--- config.mk ---
export PLATFORM = sky130hd
export DESIGN_NAME = acr_control
export DESIGN_NICKNAME = d
export VERILOG_FILES = /design/src/inc/acr_pkg.sv /design/src/design/acr_control.sv
export SDC_FILE = /design/constraint.sdc
export NUM_CORES = 1
export LEC_CHECK = 0
export ABC_AREA = 1
export BUFFER_PORTS_ARGS = -buffer_cell sky130_fd_sc_hd__buf_2
export CORE_MARGIN = 5
export CORE_UTILIZATION = 56
export DETAILED_ROUTE_END_ITERATION = 6
export GPL_TIMING_DRIVEN = 0
export PLACE_DENSITY = 0.81
export SKIP_CTS_REPAIR_TIMING = 1
export SLEW_MARGIN = 20
export SYNTH_ARGS = -nofsm -noshare
export SYNTH_HDL_FRONTEND = slang
export SYNTH_SLANG_ARGS = --single-unit
--- constraint.sdc ---
create_clock -name clk -period 1.84 [get_ports clk]
set_clock_uncertainty 0.2 [all_clocks]
set_input_delay 0.092 -clock clk [delete_from_list [all_inputs] [get_ports clk]]
set_output_delay 0.092 -clock clk [all_outputs]
set_load 0.01 [all_outputs]
--- src/inc/acr_pkg.sv ---
// Shared constants for the converter control and result block
package acr_pkg;
  // Register bus geometry
  localparam int unsigned ADDR_W   = 3;
  localparam int unsigned DATA_W   = 8;
  // Register offsets (one byte register per address)
  localparam logic [2:0] OFS_SEL   = 3'h0;  // channel_reference_select
  localparam logic [2:0] OFS_CSA   = 3'h1;  // converter_control_status_a
  localparam logic [2:0] OFS_CSB   = 3'h2;  // converter_control_status_b
  localparam logic [2:0] OFS_RLO   = 3'h3;  // result_low_byte
  localparam logic [2:0] OFS_RHI   = 3'h4;  // result_high_byte
  // Field positions in channel_reference_select
  localparam int unsigned SEL_REF_HI = 7;
  localparam int unsigned SEL_REF_LO = 6;
  localparam int unsigned SEL_ALIGN  = 5;
  localparam int unsigned SEL_CH_HI  = 3;
  // Field positions in converter_control_status_a
  localparam int unsigned CSA_EN     = 7;
  localparam int unsigned CSA_START  = 6;
  localparam int unsigned CSA_AUTO   = 5;
  localparam int unsigned CSA_FLAG   = 4;
  localparam int unsigned CSA_IE     = 3;
  localparam int unsigned CSA_PS_HI  = 2;
  // Field positions in converter_control_status_b
  localparam int unsigned CSB_TS_HI  = 2;
  // Reset values
  localparam logic [7:0] RST_BYTE    = 8'h00;
  localparam logic [9:0] RST_RESULT  = 10'h000;
  // Reference codes
  localparam logic [1:0] REF_EXT_PIN = 2'h0;
  localparam logic [1:0] REF_SUPPLY  = 2'h1;
  localparam logic [1:0] REF_RSVD    = 2'h2;
  localparam logic [1:0] REF_INT_1V1 = 2'h3;
  // Last of the eight input codes, and channel codes beyond them
  localparam logic [3:0] CH_LAST_PIN = 4'h7;
  localparam logic [3:0] CH_BANDGAP  = 4'he;
  localparam logic [3:0] CH_GROUND   = 4'hf;
  // Trigger source code for free running
  localparam logic [2:0] TS_FREE_RUN = 3'h0;
  // Conversion lengths in converter clock cycles
  localparam logic [4:0] LEN_FIRST   = 5'd25;
  localparam logic [4:0] LEN_NORMAL  = 5'd13;
  // Prescaler counter width (largest divide is 128)
  localparam int unsigned PS_W       = 7;
  // Conversion sequencer states, Gray coded along idle-convert-finish
  typedef enum logic [1:0] {
    ACR_IDLE   = 2'b00,
    ACR_CONV   = 2'b01,
    ACR_FINISH = 2'b11
  } acr_state_t;
endpackage : acr_pkg

--- src/design/acr_control.sv ---
// Operation
// - Result is ten bits, input times 1024/reference
// - Bits 7:6 choose reference source
// - Selection writes during conversion apply at completion
// - Four-bit channel code: pins, bandgap, ground
// - Alignment bit changes result view immediately
// - Selection bit 4 reads zero, ignores writes
// - Enable powers converter; clearing aborts conversion
// - Writing start begins single or first conversion
// - First conversion 25 cycles, later ones 13
// - Start reads one while busy; zero ignored
// - Auto trigger starts on selected rising edge
// - Done flag sets on every completion, even if locked result is not updated
// - Interrupt when flag, enable and global enable
// - Flag cleared by vector or writing one
// - Prescaler divides system clock 2 to 128
// - Right aligned: low byte bits 7:0
// - Low byte read locks result until high read
// - Left aligned: high byte bits 9:2
// - Trigger source zero is free running, no event
// - Started conversion begins on next converter tick
`timescale 1ns/100ps
`default_nettype none
module acr_control
  import acr_pkg::*;
(
  input  wire logic                   clk,               // System clock
  input  wire logic                   rst_n,             // Async reset
  input  wire logic                   clk_en,            // Freezes all state
  input  wire logic [acr_pkg::ADDR_W-1:0] reg_addr,      // Register address
  input  wire logic [acr_pkg::DATA_W-1:0] reg_wdata,     // Write data
  input  wire logic                   reg_wr,            // Write strobe
  input  wire logic                   reg_rd,            // Read strobe
  output logic      [acr_pkg::DATA_W-1:0] reg_rdata,     // Read data
  input  wire logic                   global_irq_enable, // CPU global enable
  input  wire logic                   irq_vector_taken,  // Vector taken pulse
  input  wire logic [7:1]             trigger_in,        // Trigger flags
  output logic                        irq,               // Completion request
  output logic                        core_power,        // Core powered up
  output logic                        core_start,        // Sample pulse
  output logic                        core_init,         // First conversion
  output logic      [3:0]             core_channel,      // Latched channel
  output logic      [1:0]             core_reference,    // Latched reference
  input  wire logic                   core_done,         // Core result ready
  input  wire logic [9:0]             core_result        // Core result code
);
  import acr_pkg::*;

  // Software view of the selection register
  logic [1:0]  reference_select;     // Reference field
  logic        left_align;           // Alignment bit
  logic [3:0]  channel_select;       // Channel field
  // Control and status fields
  logic        converter_enable;     // Enable bit
  logic        start_req;            // Start requested, waiting for tick
  logic        auto_trigger_enable;  // Auto trigger bit
  logic        conversion_done_flag; // Completion flag
  logic        conversion_irq_enable;// Interrupt enable bit
  logic [2:0]  clock_prescale_select;// Prescaler code
  logic [2:0]  trigger_source_select;// Trigger source code
  // Sequencer
  acr_state_t  state;                // Current state
  logic [4:0]  tick_cnt;             // Converter cycles elapsed
  logic        init_needed;          // Next conversion is the first
  logic [PS_W-1:0] ps_cnt;           // Prescaler counter
  logic        result_lock;          // Low byte read, high pending
  logic [9:0]  result_bits;          // Stored result
  logic        trig_prev;            // Selected trigger, last cycle

  // Decoded strobes
  logic wr_sel, wr_csa, wr_csb, rd_lo, rd_hi;
  assign wr_sel = reg_wr && (reg_addr == OFS_SEL);
  assign wr_csa = reg_wr && (reg_addr == OFS_CSA);
  assign wr_csb = reg_wr && (reg_addr == OFS_CSB);
  assign rd_lo  = reg_rd && (reg_addr == OFS_RLO);
  assign rd_hi  = reg_rd && (reg_addr == OFS_RHI);

  // Converter clock tick from the prescaler
  logic [PS_W-1:0] ps_mask;
  logic            tick;
  always_comb begin
    case (clock_prescale_select)
      3'h0, 3'h1: ps_mask = 7'h01;
      3'h2:       ps_mask = 7'h03;
      3'h3:       ps_mask = 7'h07;
      3'h4:       ps_mask = 7'h0f;
      3'h5:       ps_mask = 7'h1f;
      3'h6:       ps_mask = 7'h3f;
      default:    ps_mask = 7'h7f;
    endcase
  end
  assign tick = converter_enable && ((ps_cnt & ps_mask) == ps_mask);

  // Conversion length and completion
  logic [4:0] conv_len;
  logic       conv_last;
  logic       complete;
  logic       begin_conv;
  assign conv_len   = init_needed ? LEN_FIRST : LEN_NORMAL;
  assign conv_last  = (state == ACR_CONV) && tick
                      && (tick_cnt == conv_len - 5'd1);
  assign complete   = (state == ACR_FINISH) && core_done;
  assign begin_conv = (state == ACR_IDLE) && start_req && tick;
  // Selected trigger and its rising edge
  logic trig_sel;
  logic trig_edge;
  assign trig_sel  = (trigger_source_select == TS_FREE_RUN)
                     ? 1'b0 : trigger_in[trigger_source_select];
  assign trig_edge = auto_trigger_enable && converter_enable
                     && trig_sel && !trig_prev;
  // Free running restarts on each completion
  logic free_restart;
  assign free_restart = complete && auto_trigger_enable
                        && (trigger_source_select == TS_FREE_RUN);

  // Software view of the selection register
  always_ff @(posedge clk or negedge rst_n) begin
    if (!rst_n) begin
      reference_select <= 2'h0;
      left_align       <= 1'b0;
      channel_select   <= 4'h0;
    end else if (clk_en && wr_sel) begin
      // Bit 4 is not stored
      reference_select <= reg_wdata[SEL_REF_HI:SEL_REF_LO];
      left_align       <= reg_wdata[SEL_ALIGN];
      channel_select   <= reg_wdata[SEL_CH_HI:0];
    end
  end
  // Live selection follows software only while idle or finishing
  always_ff @(posedge clk or negedge rst_n) begin
    if (!rst_n) begin
      core_channel   <= 4'h0;
      core_reference <= 2'h0;
    end else if (clk_en && state != ACR_CONV) begin
      core_channel   <= channel_select;
      core_reference <= reference_select;
    end
  end
  // Control fields of status register A and register B
  always_ff @(posedge clk or negedge rst_n) begin
    if (!rst_n) begin
      converter_enable      <= 1'b0;
      auto_trigger_enable   <= 1'b0;
      conversion_irq_enable <= 1'b0;
      clock_prescale_select <= 3'h0;
      trigger_source_select <= 3'h0;
    end else if (clk_en) begin
      if (wr_csa) begin
        converter_enable      <= reg_wdata[CSA_EN];
        auto_trigger_enable   <= reg_wdata[CSA_AUTO];
        conversion_irq_enable <= reg_wdata[CSA_IE];
        clock_prescale_select <= reg_wdata[CSA_PS_HI:0];
      end
      if (wr_csb) begin
        trigger_source_select <= reg_wdata[CSB_TS_HI:0];
      end
    end
  end
  // Start request: set by software or trigger, cleared on begin
  always_ff @(posedge clk or negedge rst_n) begin
    if (!rst_n) begin
      start_req <= 1'b0;
    end else if (clk_en) begin
      if (wr_csa && !reg_wdata[CSA_EN]) begin
        start_req <= 1'b0;
      end else if (begin_conv) begin
        start_req <= 1'b0;
      end else if (state == ACR_IDLE && !start_req) begin
        if (wr_csa && reg_wdata[CSA_START]) begin
          start_req <= 1'b1;
        end else if (trig_edge) begin
          start_req <= 1'b1;
        end
      end else if (free_restart && converter_enable) begin
        start_req <= 1'b1;
      end
    end
  end
  // First-conversion marker, rearmed whenever the converter is off
  always_ff @(posedge clk or negedge rst_n) begin
    if (!rst_n) begin
      init_needed <= 1'b1;
    end else if (clk_en) begin
      if (!converter_enable || (wr_csa && !reg_wdata[CSA_EN])) begin
        init_needed <= 1'b1;
      end else if (complete) begin
        init_needed <= 1'b0;
      end
    end
  end
  // Prescaler counter runs only while enabled
  always_ff @(posedge clk or negedge rst_n) begin
    if (!rst_n) begin
      ps_cnt <= '0;
    end else if (clk_en) begin
      if (!converter_enable) begin
        ps_cnt <= '0;
      end else begin
        ps_cnt <= ps_cnt + 7'd1;
      end
    end
  end
  // Conversion sequencer
  always_ff @(posedge clk or negedge rst_n) begin
    if (!rst_n) begin
      state    <= ACR_IDLE;
      tick_cnt <= 5'd0;
    end else if (clk_en) begin
      if (wr_csa && !reg_wdata[CSA_EN]) begin
        state    <= ACR_IDLE;
        tick_cnt <= 5'd0;
      end else begin
        case (state)
          ACR_IDLE: begin
            tick_cnt <= 5'd0;
            if (begin_conv) begin
              state <= ACR_CONV;
            end
          end
          ACR_CONV: begin
            if (conv_last) begin
              state <= ACR_FINISH;
            end else if (tick) begin
              tick_cnt <= tick_cnt + 5'd1;
            end
          end
          ACR_FINISH: begin
            if (core_done) begin
              state <= ACR_IDLE;
            end
          end
          default: begin
            state <= ACR_IDLE;
          end
        endcase
      end
    end
  end
  // Core control outputs
  always_ff @(posedge clk or negedge rst_n) begin
    if (!rst_n) begin
      core_power <= 1'b0;
      core_start <= 1'b0;
      core_init  <= 1'b0;
    end else if (clk_en) begin
      core_power <= converter_enable;
      core_start <= begin_conv;
      if (begin_conv) begin
        core_init <= init_needed;
      end
    end
  end

  // Result capture, held off while the low byte is locked
  always_ff @(posedge clk or negedge rst_n) begin
    if (!rst_n) begin
      result_bits <= RST_RESULT;
    end else if (clk_en && complete && !result_lock) begin
      result_bits <= core_result;
    end
  end

  // Result lock between low and high byte reads
  always_ff @(posedge clk or negedge rst_n) begin
    if (!rst_n) begin
      result_lock <= 1'b0;
    end else if (clk_en) begin
      if (rd_hi) begin
        result_lock <= 1'b0;
      end else if (rd_lo) begin
        result_lock <= 1'b1;
      end
    end
  end

  // Completion flag: a completion wins over any clear
  always_ff @(posedge clk or negedge rst_n) begin
    if (!rst_n) begin
      conversion_done_flag <= 1'b0;
    end else if (clk_en) begin
      if (complete) begin
        conversion_done_flag <= 1'b1;
      end else if (irq_vector_taken
                   || (wr_csa && reg_wdata[CSA_FLAG])) begin
        conversion_done_flag <= 1'b0;
      end
    end
  end

  // Trigger edge history
  always_ff @(posedge clk or negedge rst_n) begin
    if (!rst_n) begin
      trig_prev <= 1'b0;
    end else if (clk_en) begin
      trig_prev <= trig_sel;
    end
  end

  // Interrupt request output
  always_ff @(posedge clk or negedge rst_n) begin
    if (!rst_n) begin
      irq <= 1'b0;
    end else if (clk_en) begin
      irq <= conversion_done_flag && conversion_irq_enable
             && global_irq_enable;
    end
  end

  // Result presentation follows the alignment bit at once
  logic [7:0] res_lo;
  logic [7:0] res_hi;
  always_comb begin
    if (left_align) begin
      res_hi = result_bits[9:2];
      res_lo = {result_bits[1:0], 6'h00};
    end else begin
      res_hi = {6'h00, result_bits[9:8]};
      res_lo = result_bits[7:0];
    end
  end

  // Read data mux
  logic       busy;
  logic [7:0] rd_mux;
  assign busy = start_req || (state != ACR_IDLE);
  always_comb begin
    case (reg_addr)
      OFS_SEL: rd_mux = {reference_select, left_align, 1'b0,
                         channel_select};
      OFS_CSA: rd_mux = {converter_enable, busy, auto_trigger_enable,
                         conversion_done_flag, conversion_irq_enable,
                         clock_prescale_select};
      OFS_CSB: rd_mux = {5'h00, trigger_source_select};
      OFS_RLO: rd_mux = res_lo;
      OFS_RHI: rd_mux = res_hi;
      default: rd_mux = RST_BYTE;
    endcase
  end

  // Read data stand only in the cycle after the strobe
  always_ff @(posedge clk or negedge rst_n) begin
    if (!rst_n) begin
      reg_rdata <= RST_BYTE;
    end else if (clk_en) begin
      reg_rdata <= reg_rd ? rd_mux : RST_BYTE;
    end
  end
endmodule : acr_control
`default_nettype wire

==> key figures <==
Synthesis
  – Most common cell in the netlist: nand2_1
  – Syn Nets: 452
  – Synth area leaders: dfrtp_1 (47%), nand2_1 (14%), inv_1 (7.0%), o21ai_0 (6.3%), nand3_1 (3.4%)
  – Number of synthesized flops with an enable pin: 0
  – Post-synth top area share: 0.4749
  – Ys async rst share: 1.000
  – Synth unique cells: 39
  – Primary FF master, synth: dfrtp_1
  – Mapped Cells: about 410
  – Mapped cell area: roughly 0.0033 mm^2
  – Register bit total from synthesis: 63
  – Cell taking the most area after synthesis: dfrtp_1
  – Synthesized area per cell: around 7.9 um^2
  – Yosys synthesis warning count: 0
  – Most frequent cells after synthesis: nand2_1 (120), dfrtp_1 (62), inv_1 (61)
  – Register area share after synthesis: 0.4830

STA
  – Final worst slack: 0.1030 ns
  – Slew @ Worst Pin: between 0.7 and 0.8 ns
  – Tcrit/Tclk final: 0.9440
  – Endpoints failing hold: 4
  – Fmax: 0.5757 GHz
  – Minimum clock period: between 1.5 and 2 ns
  – Slew margin rel.: 0.4669
  – Fin Setup TNS: 0 ns
  – # setup viols final: 0
  – Slew Limit Fails: 0
  – WHS: -0.02877 ns

Clock tree
  – Clock root cell: clkbuf_8
  – Clk_lat worst skew: 0.34 ns
  – CTS clk-pin slew, worst paths: about 0.070 ns
  – CTS Sinks: 63
  – Num CTS Buffers: 9
  – Htree depth: 3
  – CTS tree: done
  – Clock tree buffer depth: 2

Worst setup path
  – Worst Setup Path Type: flip-flop to flip-flop
  – Worst R2R Setup Slack: roughly 0.10 ns
  – CP startpoint kind: flip-flop
  – Crit path DAT: about 1.8 ns
  – Reg2Reg Depth: 6
  – Crit. Startpoint: state[1]
  – End point of the critical path: result_bits[7]
  – CP Capture Type: flip-flop
  – R2R Path End: result_bits[7]
  – Worst R2R Start: state[1]
  – Crit-path max FO: 10
  – CP required: roughly 1.9 ns

Drt
  – Number of DRC markers in iteration 0: around 160
  – Drt wl/cell: roughly 15 um
  – Drt pass-1 iters: 4
  – Post-DR vias/cell: between 5 and 6
  – Via count: 3076
  – WL final: around 8.5 mm
  – # DRC: 0
  – Antenna-violating nets left: 0

Pwr
  – Sw frac: 0.3469
  – Combinational share of power: 0.290
  – Int Pwr: about 3 mW
  – Power Dens Cells: about 1100 mW/mm^2
  – Max rail drop VDD: 0.7762 mV
  – Sequential share of power: 0.446
  – Switching pwr: about 1.6 mW
  – Clk pwr share: 0.265
  – Leakage: between 2 and 2.5 nW
  – Total Power: between 4 and 5 mW

Die
  – CORE AREA: around 0.0056 mm^2
  – # IOs: 54
  – Die W: approximately 86 um
  – Die Ht: between 80 and 90 um
  – Rows: 27
  – Initial Util: 0.5861
  – Die area: roughly 0.0075 mm^2

GRT
  – Gr busiest metal: met2
  – Vias in the first global route: between 2000 and 3000
  – M3 GR Usage: 0.04183
  – Grt met1 use: 0.2882
  – First-pass GRT wire length: 13.37 mm
  – Grt ovf: 0
  – Tot GR Track Use: 0.2284
  – Largest net degree at the start of global routing: 64
  – Initial antenna violation count: 0
  – Met2 Usage GRT: 0.3727

Status
  – Status: finished with violations
  – Failing checks: hold timing

Layout
  – Number of inserted diodes: 0
  – Fin nets: around 550
  – Layout cells sized above 1: 0.2246
  – Area added between synthesis and finish: 26.54%
  – Final non-filler cell total: approximately 600

Placed design
  – RD Place Congestion: a little under 1
  – Placed instance count: around 540
  – Detailed Place HPWL: 5.830 mm
  – PortBufs: 53
  – Place WS: 0.07840 ns

Hold path
  – HP Class: primary input to flip-flop

Run
  – Max-Cap Viols: 0
## how the worst min path moves through the flow
stage / from / end / slack (ns) / depth (start not counted)
CTS: rst_n / ps_cnt[5] / -0.34 / 1
detailed placement: rst_n / ps_cnt[5] / 0.03 / 1
floorplan: rst_n / auto_trigger_enable / -0.40 / 0
global placement: core_result[7] / result_bits[7] / 0.12 / 2
finish: reg_addr[2] / reg_rdata[2] / -0.03 / 4
global route: reg_addr[2] / result_lock / -0.004 / 4
## metrics by stage
stage	hold slack, ns	cell area, um^2	utilization
floorplan	-0.4036	3267	-
global placement	0.1238	3622	0.6498
detailed placement	0.02583	3625	0.6503
CTS	-0.3379	3815	0.6844
global route	-0.004057	4134	0.7416
finish	-0.02877	4134	0.7416
## registers in the layout, indices dropped and copies added (netlist names), 2 cells and up
| signal | flops |
|---|---|
| state | 2 |
| result_bits | 10 |
| core_reference | 2 |
| clock_prescale_select | 3 |
| core_channel | 4 |
| trigger_source_select | 3 |
| reg_rdata | 8 |
| tick_cnt | 5 |
| channel_select | 4 |
| reference_select | 2 |
| ps_cnt | 7 |
## cell type report
| class | instances | area [um^2] |
|---|---|---|
| flip-flops and latches | 63 | 1582 |
| clock buffers | 12 | 145.1 |
| fillers | 427 | 1440 |
| repair buffers | 83 | 550.5 |
| inverters | 64 | 242.7 |
| multi-input cells | 279 | 1441 |
| well taps | 72 | 90.09 |
| clock inverters | 4 | 45.04 |
| plain buffers | 7 | 37.54 |
## layer usage
layer	vias up	wire length [um]
met3	32	361
met4	0	335
met5	-	0
li1	1511	-
met2	75	4233
met1	1458	3589
## power by group through the flow
stage	clock [mW]	combinational [mW]	sequential, mW
finish	1.20	1.31	2.02
global route	1.26	1.49	2.07
CTS	1.20	1.16	2.01
detailed placement	0	1.15	2.04
global placement	0	1.12	2.01
floorplan	0	0.778	2.01
## worst max-delay path, cell delays in order (launching register included)
cell,delay (ns)
dfrtp_1,0.42
buf_4,0.14
nand3_1,0.08
nor2_2,0.17
nand2_2,0.15
buf_6,0.18
mux2_4,0.29
## logic make-up (layout without fill, tap and decap cells)
kind of cell    count (synthesis)  after routing  share of synthesized area
compound gates                 77             77                     0.1321
xor+xnor                        2              2                   0.005363
fa+ha+maj                       3              3                    0.01149
buf+inv                        71            170                    0.08579
flops                          63             63                     0.4830
mux                             8              8                    0.02987
simple gates                  189            189                     0.2524
## placed cells by master (no fill, tap or decap), types with 2 or more instances in the layout
cell and instances:
xor2_1 2, mux2_2 6, nor4_1 2, o22ai_1 5
o21ai_0 41, buf_2 55, inv_2 5, inv_1 58
dlygate4sd3_1 23, ha_1 2, nand2_1 116, clkbuf_8 10
nand2_2 6, dfrtp_2 3, buf_4 8, nand3b_1 3
nand2_4 4, a21oi_1 19, dfrtp_1 59, clkinv_2 3
o31ai_1 4, nand4_1 3, clkbuf_1 4, nor2_1 25
nor2_2 3, mux2_4 2, nand3_1 22
(Power assumes the default switching activity.)
